`config.mk`:
```
export PLATFORM = sky130hd
export DESIGN_NAME = fcec_host
export DESIGN_NICKNAME = d
export VERILOG_FILES = /design/src/verilog/fcec_pkg.sv /design/src/verilog/fcec_bus_cycle.sv /design/src/verilog/fcec_host.sv
export SDC_FILE = /design/constraint.sdc
export NUM_CORES = 1
export LEC_CHECK = 0
export BUFFER_PORTS_ARGS = -buffer_cell sky130_fd_sc_hd__buf_2
export CAP_MARGIN = 20
export CORE_MARGIN = 2
export CORE_UTILIZATION = 40
export CTS_CLUSTER_DIAMETER = 60
export DETAILED_ROUTE_END_ITERATION = 10
export PLACE_DENSITY_LB_ADDON = 0.1
export SETUP_SLACK_MARGIN = 0.2
export SLEW_MARGIN = 30
export SYNTH_ARGS = -nofsm -noshare
export SYNTH_HDL_FRONTEND = slang
export SYNTH_SLANG_ARGS = --single-unit
```
`constraint.sdc`:
```
create_clock -name core_clk -period 4.45 [get_ports core_clk]
set_input_delay 0 -clock core_clk [delete_from_list [all_inputs] [get_ports core_clk]]
set_output_delay 0 -clock core_clk [all_outputs]
set_load 0.02 [all_outputs]
```
`src/verilog/fcec_pkg.sv`:
```
package fcec_pkg;
    // ----------------------------------------------------------------
    // Array geometry
    // ----------------------------------------------------------------
    localparam int ADDR_W = 18;
    localparam int DATA_W = 8;

    // ----------------------------------------------------------------
    // Command cycle addresses and codes
    // ----------------------------------------------------------------
    localparam logic [17:0] UNLOCK_ADDR_A = 18'h05555;
    localparam logic [17:0] UNLOCK_ADDR_B = 18'h02aaa;
    localparam logic [7:0]  CODE_UNLOCK_A = 8'haa;
    localparam logic [7:0]  CODE_UNLOCK_B = 8'h55;
    localparam logic [7:0]  CODE_PROGRAM  = 8'ha0;
    localparam logic [7:0]  CODE_SETUP    = 8'h80;
    localparam logic [7:0]  CODE_CHIP_ERS = 8'h10;
    localparam logic [7:0]  CODE_SECT_ERS = 8'h30;
    localparam logic [7:0]  CODE_LOCKOUT  = 8'h40;
    localparam logic [7:0]  ERASED_BYTE   = 8'hff;

    // ----------------------------------------------------------------
    // Data pin bit positions used for status polling
    // ----------------------------------------------------------------
    localparam int POLL_BIT   = 7;
    localparam int TOGGLE_BIT = 6;

    // ----------------------------------------------------------------
    // Bus timing, 100 MHz core clock
    // ----------------------------------------------------------------
    localparam int CLK_PERIOD_NS = 10;
    localparam int SETUP_NS      = 20;
    localparam int STROBE_NS     = 50;
    localparam int HOLD_NS       = 20;
    localparam int READ_NS       = 50;
    localparam logic [3:0] SETUP_CYC  = 4'((SETUP_NS + CLK_PERIOD_NS - 1) / CLK_PERIOD_NS);
    localparam logic [3:0] STROBE_CYC = 4'((STROBE_NS + CLK_PERIOD_NS - 1) / CLK_PERIOD_NS);
    localparam logic [3:0] HOLD_CYC   = 4'((HOLD_NS + CLK_PERIOD_NS - 1) / CLK_PERIOD_NS);
    localparam logic [3:0] READ_CYC   = 4'((READ_NS + CLK_PERIOD_NS - 1) / CLK_PERIOD_NS);
    localparam logic [3:0] ONE_CYC    = 4'h1;

    // ----------------------------------------------------------------
    // Host operations
    // ----------------------------------------------------------------
    typedef enum logic [2:0] {
        OP_READ, OP_PROGRAM, OP_CHIP_ERASE, OP_SECTOR_ERASE, OP_LOCKOUT
    } fcec_op_e;
endpackage

```
`src/verilog/fcec_bus_cycle.sv`:
```
`timescale 1ns/1ps
`default_nettype none
// Single bus cycle engine: one write strobe cycle or one read cycle
module fcec_bus_cycle
    import fcec_pkg::*;
(
    // Clock and reset
    input  wire logic              core_clk,
    input  wire logic              rst_b,
    // Cycle request
    input  wire logic              start,
    input  wire logic              isWrite,
    input  wire logic [ADDR_W-1:0] addr,
    input  wire logic [DATA_W-1:0] wdata,
    output logic                   done,
    output logic [DATA_W-1:0]      rdata,
    // Flash pins
    output logic [ADDR_W-1:0]      addressLines,
    output logic                   chipSel_b,
    output logic                   outGate_b,
    output logic                   writeStrobe_b,
    output logic [DATA_W-1:0]      dataOut,
    output logic                   dataOe_b,
    input  wire logic [DATA_W-1:0] dataPins
);
    typedef enum logic [2:0] {S_IDLE, S_SETUP, S_STROBE, S_HOLD, S_READ} fcec_cyc_e;

    fcec_cyc_e         state, next_state;
    logic [3:0]        cnt, next_cnt;
    logic              next_done, next_cs, next_oe, next_we, next_doe;
    logic [ADDR_W-1:0] next_addr;
    logic [DATA_W-1:0] next_dout, next_rdata;

    // ----------------------------------------------------------------
    // Next state
    // ----------------------------------------------------------------
    always_comb
    begin
        next_state = state;
        next_cnt   = cnt - ONE_CYC;
        next_done  = 1'b0;
        next_cs    = chipSel_b;
        next_oe    = outGate_b;
        next_we    = writeStrobe_b;
        next_doe   = dataOe_b;
        next_addr  = addressLines;
        next_dout  = dataOut;
        next_rdata = rdata;
        unique case (state)
            S_IDLE:
            begin
                next_cnt = cnt;
                if (start)
                begin
                    next_addr = addr;
                    next_cs   = 1'b0;
                    next_oe   = isWrite;          // Gate stays high on writes
                    next_dout = wdata;
                    next_doe  = ~isWrite;
                    next_state = isWrite ? S_SETUP : S_READ;
                    next_cnt   = isWrite ? SETUP_CYC : READ_CYC;
                end
            end
            S_SETUP:
                if (cnt == ONE_CYC)
                begin
                    next_we    = 1'b0;            // Falling strobe latches address
                    next_state = S_STROBE;
                    next_cnt   = STROBE_CYC;
                end
            S_STROBE:
                if (cnt == ONE_CYC)
                begin
                    next_we    = 1'b1;            // Rising strobe latches data
                    next_state = S_HOLD;
                    next_cnt   = HOLD_CYC;
                end
            S_HOLD:
                if (cnt == ONE_CYC)
                begin
                    next_cs    = 1'b1;
                    next_doe   = 1'b1;
                    next_done  = 1'b1;
                    next_state = S_IDLE;
                end
            S_READ:
                if (cnt == ONE_CYC)
                begin
                    next_rdata = dataPins;
                    next_cs    = 1'b1;
                    next_oe    = 1'b1;
                    next_done  = 1'b1;
                    next_state = S_IDLE;
                end
        endcase
    end

    // ----------------------------------------------------------------
    // Registers
    // ----------------------------------------------------------------
    always_ff @(posedge core_clk)
    begin
        if (!rst_b)
        begin
            state         <= S_IDLE;
            cnt           <= '0;
            done          <= 1'b0;
            chipSel_b     <= 1'b1;
            outGate_b     <= 1'b1;
            writeStrobe_b <= 1'b1;
            dataOe_b      <= 1'b1;
            addressLines  <= '0;
            dataOut       <= '0;
            rdata         <= '0;
        end
        else
        begin
            state         <= next_state;
            cnt           <= next_cnt;
            done          <= next_done;
            chipSel_b     <= next_cs;
            outGate_b     <= next_oe;
            writeStrobe_b <= next_we;
            dataOe_b      <= next_doe;
            addressLines  <= next_addr;
            dataOut       <= next_dout;
            rdata         <= next_rdata;
        end
    end
endmodule // fcec_bus_cycle
`default_nettype wire

```
`src/verilog/fcec_host.sv`:
```
// Functional notes
// - Host pulses strobe low, gate high.
// - Host reissues operation cut by reset; this host drops it and returns to idle.
// - Alternate main blocks between erases; this host erases whichever sector the request addresses.
// - Wait program end before next access.
// - Program: AA, 55, A0, address/data.
// - Six-cycle unlock, setup, then final code.
`timescale 1ns/1ps
`default_nettype none
module fcec_host
    import fcec_pkg::*;
#(
    parameter int POLL_LIMIT = 1200000000 // Chip erase limit in polls
)
(
    // Clock and reset
    input  wire logic              core_clk,
    input  wire logic              rst_b,
    // Operation request
    input  wire logic              opStart,
    input  wire fcec_op_e          opCode,
    input  wire logic [ADDR_W-1:0] opAddr,
    input  wire logic [DATA_W-1:0] opData,
    output logic                   opBusy,
    output logic                   opDone,
    output logic                   opTimeout,
    output logic [DATA_W-1:0]      opRdata,
    // Flash pins
    output logic [ADDR_W-1:0]      addressLines,
    output logic                   chipSel_b,
    output logic                   outGate_b,
    output logic                   writeStrobe_b,
    output logic                   flashReset_b,
    output logic [DATA_W-1:0]      dataOut,
    output logic                   dataOe_b,
    input  wire logic [DATA_W-1:0] dataPins
);
    typedef enum logic [2:0] {H_IDLE, H_ISSUE, H_WAIT, H_POLL, H_FINISH} fcec_host_e;

    fcec_host_e        state, next_state;
    fcec_op_e          op, next_op;
    logic [2:0]        step, next_step;
    logic [ADDR_W-1:0] tgtAddr, next_tgtAddr;
    logic [DATA_W-1:0] tgtData, next_tgtData;
    logic [DATA_W-1:0] lastPoll, next_lastPoll;
    logic              havePoll, next_havePoll;
    logic [31:0]       polls, next_polls;
    logic              next_busy, next_done, next_timeout;
    logic [DATA_W-1:0] next_rdata;
    logic              cycStart, cycWrite, cycDone;
    logic [ADDR_W-1:0] cycAddr;
    logic [DATA_W-1:0] cycData, cycRdata;
    logic [2:0]        lastStep;

    // ----------------------------------------------------------------
    // Bus cycle engine
    // ----------------------------------------------------------------
    fcec_bus_cycle u_cycle (
        .core_clk      (core_clk),
        .rst_b         (rst_b),
        .start         (cycStart),
        .isWrite       (cycWrite),
        .addr          (cycAddr),
        .wdata         (cycData),
        .done          (cycDone),
        .rdata         (cycRdata),
        .addressLines  (addressLines),
        .chipSel_b     (chipSel_b),
        .outGate_b     (outGate_b),
        .writeStrobe_b (writeStrobe_b),
        .dataOut       (dataOut),
        .dataOe_b      (dataOe_b),
        .dataPins      (dataPins)
    );

    // ----------------------------------------------------------------
    // Command step table
    // ----------------------------------------------------------------
    always_comb
    begin
        lastStep = (op == OP_PROGRAM) ? 3'h3 : 3'h5;
        cycWrite = (op != OP_READ);
        cycAddr  = tgtAddr;
        cycData  = tgtData;
        unique case (step)
            3'h0, 3'h3:
            begin
                cycAddr = UNLOCK_ADDR_A;
                cycData = CODE_UNLOCK_A;
                if (op == OP_PROGRAM && step == 3'h3)
                begin
                    cycAddr = tgtAddr;                      // Target byte
                    cycData = tgtData;
                end
            end
            3'h1, 3'h4:
            begin
                cycAddr = UNLOCK_ADDR_B;
                cycData = CODE_UNLOCK_B;
            end
            3'h2:
            begin
                cycAddr = UNLOCK_ADDR_A;
                cycData = (op == OP_PROGRAM) ? CODE_PROGRAM : CODE_SETUP;
            end
            3'h5:
            begin
                cycAddr = UNLOCK_ADDR_A;
                unique case (op)
                    OP_CHIP_ERASE: cycData = CODE_CHIP_ERS;
                    OP_SECTOR_ERASE:
                    begin
                        cycAddr = tgtAddr;
                        cycData = CODE_SECT_ERS;
                    end
                    OP_LOCKOUT: cycData = CODE_LOCKOUT;
                    default: cycData = CODE_UNLOCK_A;
                endcase
            end
            default:
            begin
                cycAddr = tgtAddr;
                cycData = tgtData;
            end
        endcase
        if (state == H_POLL || op == OP_READ)
        begin
            cycWrite = 1'b0;
            cycAddr  = tgtAddr;                             // Plain reads and polls use target
        end
        cycStart = (state == H_ISSUE) || (state == H_POLL && !cycDone);
    end

    // ----------------------------------------------------------------
    // Operation sequencer next state
    // ----------------------------------------------------------------
    always_comb
    begin
        next_state    = state;
        next_op       = op;
        next_step     = step;
        next_tgtAddr  = tgtAddr;
        next_tgtData  = tgtData;
        next_lastPoll = lastPoll;
        next_havePoll = havePoll;
        next_polls    = polls;
        next_busy     = opBusy;
        next_done     = 1'b0;
        next_timeout  = opTimeout;
        next_rdata    = opRdata;
        unique case (state)
            H_IDLE:
                if (opStart)
                begin
                    next_op      = opCode;
                    next_tgtAddr = opAddr;
                    next_tgtData = opData;
                    next_step    = '0;
                    next_busy    = 1'b1;
                    next_timeout = 1'b0;
                    next_state   = H_ISSUE;
                end
            H_ISSUE:
                next_state = H_WAIT;
            H_WAIT:
                if (cycDone)
                begin
                    if (op == OP_READ)
                    begin
                        next_rdata = cycRdata;
                        next_state = H_FINISH;
                    end
                    else if (step == lastStep)
                    begin
                        next_polls    = '0;
                        next_havePoll = 1'b0;
                        next_state    = H_POLL;              // Wait for end
                    end
                    else
                    begin
                        next_step  = step + 3'h1;
                        next_state = H_ISSUE;
                    end
                end
            H_POLL:
                if (cycDone)
                begin
                    next_polls    = polls + 32'h1;
                    next_lastPoll = cycRdata;
                    next_havePoll = 1'b0;
                    if (havePoll && cycRdata[TOGGLE_BIT] == lastPoll[TOGGLE_BIT])
                    begin
                        next_rdata = cycRdata;              // Toggle stopped
                        next_state = H_FINISH;
                    end
                    else if (polls == 32'(POLL_LIMIT))
                    begin
                        next_timeout = 1'b1;                // Past erase limit
                        next_state   = H_FINISH;
                    end
                    else
                        next_havePoll = 1'b1;
                end
                else if (havePoll)
                    next_havePoll = havePoll;
            H_FINISH:
            begin
                next_busy  = 1'b0;
                next_done  = 1'b1;
                next_state = H_IDLE;
            end
        endcase
    end

    // ----------------------------------------------------------------
    // Registers; flash reset follows host reset
    // ----------------------------------------------------------------
    always_ff @(posedge core_clk)
    begin
        if (!rst_b)
        begin
            state        <= H_IDLE;
            op           <= OP_READ;
            step         <= '0;
            tgtAddr      <= '0;
            tgtData      <= '0;
            lastPoll     <= '0;
            havePoll     <= 1'b0;
            polls        <= '0;
            opBusy       <= 1'b0;
            opDone       <= 1'b0;
            opTimeout    <= 1'b0;
            opRdata      <= '0;
            flashReset_b <= 1'b0;
        end
        else
        begin
            state        <= next_state;
            op           <= next_op;
            step         <= next_step;
            tgtAddr      <= next_tgtAddr;
            tgtData      <= next_tgtData;
            lastPoll     <= next_lastPoll;
            havePoll     <= next_havePoll;
            polls        <= next_polls;
            opBusy       <= next_busy;
            opDone       <= next_done;
            opTimeout    <= next_timeout;
            opRdata      <= next_rdata;
            flashReset_b <= 1'b1;
        end
    end
endmodule // fcec_host
`default_nettype wire

```
==> impl_metrics.prom <==
# TYPE chip_impl_metric gauge
chip_impl_info{name="rsz0062_at_grt",value="no"} 1
chip_impl_metric{name="grt-ovfl-total",unit=""} 0
chip_impl_metric{name="drc",unit=""} 0
chip_impl_metric{name="power_leakage",unit="nW"} 2.80
chip_impl_metric{name="synth.ff_latch_count",unit=""} 127
chip_impl_info{name="timing.critical_path.from_type",value="flip-flop"} 1
chip_impl_metric{name="worst_slew_margin_rel",unit="%"} 34.9
chip_impl_metric{name="max_freq",unit="GHz"} 0.373
chip_impl_metric{name="first_global_vias",unit=""} 5451
chip_impl_metric{name="worst_pin_slew",unit="ps"} 972
chip_impl_metric{name="port-buffer-count",unit=""} 81
chip_impl_metric{name="dieArea",unit="µm²"} 15500
chip_impl_metric{name="start_util",unit="%"} 40.5
chip_impl_metric{name="fillers",unit=""} 1405
chip_impl_metric{name="netlist_instances",unit=""} 710
chip_impl_metric{name="sequential_cell_area",unit="µm²"} 2540
chip_impl_metric{name="grt_max_degree",unit=""} 64
chip_impl_metric{name="number_of_warnings_issued_by_yosys",unit=""} 0
chip_impl_info{name="cts_tree",value="built"} 1
chip_impl_metric{name="gp_congestion",unit=""} 0.834
chip_impl_metric{name="nets",unit=""} 852
chip_impl_metric{name="cts.htree.levels",unit=""} 4
chip_impl_metric{name="synth_seq_area_share",unit="%"} 43.7
chip_impl_info{name="family_with_the_most_delay_on_the_worst_path",value="compound AO/OA/AOI/OAI gates"} 1
chip_impl_metric{name="pin_count",unit=""} 82
chip_impl_metric{name="die_height",unit="µm"} 125
chip_impl_metric{name="drv.max_cap_violation_count",unit=""} 0
chip_impl_metric{name="grt_antenna_before_repair",unit=""} 0
chip_impl_metric{name="synthesis.area_per_instance",unit="µm²"} 8.20
chip_impl_metric{name="cts-root-to-sink-buffers",unit=""} 2
chip_impl_metric{name="clk-insertion-delay-late",unit="ps"} 420
chip_impl_metric{name="wl_per_cell",unit="µm"} 15.4
chip_impl_metric{name="area_growth",unit="%"} 25.2
chip_impl_info{name="worst_hold_path_type",value="input port to flip-flop"} 1
chip_impl_metric{name="finalWorstPathRequiredPeriod",unit="ps"} 2680
chip_impl_metric{name="postSynthNetCount",unit=""} 759
chip_impl_metric{name="async_flop_share",unit="%"} 0
chip_impl_metric{name="vias_per_cell",unit=""} 5.55
chip_impl_metric{name="placement.cell_area",unit="µm²"} 6280
chip_impl_metric{name="floorplan.rows",unit=""} 44
chip_impl_metric{name="cellPowerDensity",unit="nW/µm²"} 447
chip_impl_metric{name="critPathRequiredTime",unit="ps"} 4720
chip_impl_metric{name="die_width",unit="µm"} 125
chip_impl_metric{name="ys_types",unit=""} 65
chip_impl_metric{name="via_count",unit=""} 5554
chip_impl_metric{name="dp_cells",unit=""} 929
chip_impl_metric{name="critPathBufInv",unit=""} 1
chip_impl_metric{name="multi_input_area",unit="µm²"} 3020
chip_impl_metric{name="sinks_on_clock_net",unit=""} 127
chip_impl_metric{name="postLayoutCellArea",unit="µm²"} 7290
chip_impl_metric{name="postRouteAntennaNets",unit=""} 0
chip_impl_info{name="worst_setup_path_end_kind",value="flip-flop"} 1
chip_impl_info{name="synthFlopType",value="dfxtp_1"} 1
chip_impl_metric{name="fin_skew",unit="ps"} 5.60
chip_impl_info{name="crit_path_top_delay_cell",value="a21oi_1"} 1
chip_impl_metric{name="total_negative_slack_for_setup_checks",unit="ps"} 0
chip_impl_metric{name="final_max_slew_viol_count",unit=""} 0
chip_impl_metric{name="final_util",unit="%"} 50.7
chip_impl_metric{name="synth_edf_count",unit=""} 0
chip_impl_metric{name="max-vdd-ir-drop",unit="mV"} 0.255
chip_impl_metric{name="cts_post_setup_buffers_inserted",unit=""} 0
chip_impl_metric{name="cp.arrival",unit="ps"} 2950
chip_impl_metric{name="post_route_fraction_of_the_period_consumed_by_the_critical_path",unit="%"} 60.2
chip_impl_metric{name="drt_first_iter_violations",unit=""} 349
chip_impl_metric{name="drt_first_pass_iters",unit=""} 5
chip_impl_info{name="final_common_cell",value="dfxtp_1"} 1
chip_impl_metric{name="final.hold.worst_slack",unit="ps"} 85.6
chip_impl_metric{name="post_route_cells_drive_above_1_share",unit="%"} 16.5
chip_impl_metric{name="dp_hpwl",unit="µm"} 10000
chip_impl_info{name="clock-root-buffer",value="clkbuf_16"} 1
chip_impl_metric{name="finalSetupViolations",unit=""} 0
chip_impl_info{name="cell_mode_on_critical_path",value="a21oi_1"} 1
chip_impl_metric{name="fin_cells",unit=""} 1000
chip_impl_metric{name="antenna-diode-count",unit=""} 0
chip_impl_metric{name="path_clk_slew",unit="ps"} 60
chip_impl_metric{name="hold_violations",unit=""} 0
chip_impl_metric{name="grtUsageTotal",unit="%"} 20.5
chip_impl_info{name="run_status",value="finished clean"} 1
chip_impl_metric{name="grt_pass1_wl",unit="µm"} 26400
chip_impl_metric{name="synth.cell_area",unit="µm²"} 5820
chip_impl_metric{name="design.core.area",unit="µm²"} 14400
chip_impl_metric{name="crit_path_max_fanout",unit=""} 11
chip_impl_info{name="critPathKind",value="flip-flop to flip-flop"} 1
chip_impl_metric{name="critical_path.max_stage_delay",unit="ps"} 640
chip_impl_metric{name="cts_buffers",unit=""} 17
chip_impl_info{name="crit_path_cell_trace",value="inv_1 > ha_1 > or3_1 > a21oi_1 > a311oi_1 > nor2_1 > a21oi_1"} 1
chip_impl_metric{name="drt-total-wl",unit="µm"} 15400
chip_impl_info{name="layout_common_cells",value="dfxtp_1, nand2_1, a21oi_1, buf_2, nor2_1"} 1
==> metal layers <==
metal | GRT usage [%] | share of wire [%]
met5 | 0 | 0
met1 | 26.9 | 46
met4 | 7.60 | 2.2
met3 | 4.94 | 4.3
met2 | 32.9 | 47
==> path summary, 6_finish.rpt <==
path                             from                       end  slack [ps]  cells past startpoint
min reg2reg  u_cycle.addressLines[15]  u_cycle.addressLines[15]         450                      2
max reg2reg                   step[0]  u_cycle.addressLines[12]        1770                      7
max                           step[0]  u_cycle.addressLines[12]        1770                      7
min                             rst_b         u_cycle.outGate_b          90                      2
==> layout make-up <==
class,count,area share [%]
Clock buffer,19,6.21
Sequential cell,127,34.9
Tap cell,184,3.16
Timing Repair Buffer,121,11.1
Clock inverter,13,2.23
Multi-Input combinational cell,518,41.5
Inverter,18,0.961
==> registers in the layout, indices dropped and copies added (netlist names), 3 cells and up <==
signal and flops:
opRdata 8, op 3, polls 32, u_cycle.dataOut 8, tgtData 8, u_cycle.addressLines 18, u_cycle.rdata 8, u_cycle.cnt 4
tgtAddr 18, state 3, u_cycle.state 3, step 3
==> cells in the mapped netlist (all sizes together) (2+ instances only) <==
cell / number / area (µm²)
buf: 11 / 68.8
a41oi: 2 / 36.3
nor2b: 3 / 18.8
a311oi: 2 / 17.5
and4: 2 / 17.5
a21oi: 95 / 475
o31ai: 22 / 165
o22ai: 5 / 31.3
and3: 8 / 50.1
nand3: 17 / 85.1
nor3b: 2 / 20.0
dfxtp: 127 / 2540
nor2: 59 / 229
or2: 2 / 12.5
clkbuf: 36 / 135
o32ai: 2 / 17.5
xnor2: 4 / 35.0
o21ai: 43 / 215
o31a: 2 / 17.5
nand3b: 2 / 15.0
nor3: 9 / 45.0
o2111ai: 2 / 17.5
or3: 12 / 75.1
nand2b: 6 / 37.5
o21a: 2 / 15.0
mux2i: 20 / 204
or4: 22 / 165
or3b: 3 / 28.8
inv: 18 / 67.6
nor4b: 2 / 17.5
a211oi: 6 / 45.0
nor4: 8 / 56.3
ha: 9 / 113
a31oi: 4 / 40.0
or4b: 2 / 20.0
nand4: 12 / 75.1
nand2: 100 / 375
and2: 11 / 68.8
o211ai: 2 / 15.0
==> power by group <==
group / switching (mW) / total (mW) / internal [mW]
Clock: 0.523 / 1.43 / 0.910
Sequential: 0.0732 / 1.31 / 1.23
Combinational: 0.326 / 0.517 / 0.191
Total: 0.922 / 3.26 / 2.33
==> cell families (layout without fill, tap and decap cells) <==
logic type               Yosys count  after routing  synth area share [%]
multiplexers                      21             21                  3.70
buffers and inverters             65            171                  4.66
AO/OA/AOI/OAI                    198            198                  20.5
XOR/XNOR                           5              5                 0.752
adder cells (fa/ha/maj)            9              9                  1.93
flip-flops                       127            127                  43.7
AND/OR/NAND/NOR                  285            285                  24.8
==> metrics by stage <==
step / total power, mW / setup WS, ps
floorplan: 1.66 / 2310
global placement: 1.80 / 1910
detailed placement: 1.82 / 1800
CTS: 3.29 / 1790
global route: 3.41 / 1530
finish: 3.26 / 1770
==> timing repair <==
action                                 in CTS  in global routing
endpoints found under the hold margin      39                  0
resized for setup                           0                  0
hold buffers                               38                  0
No activity file was read; power rests on OpenSTA's default activity.
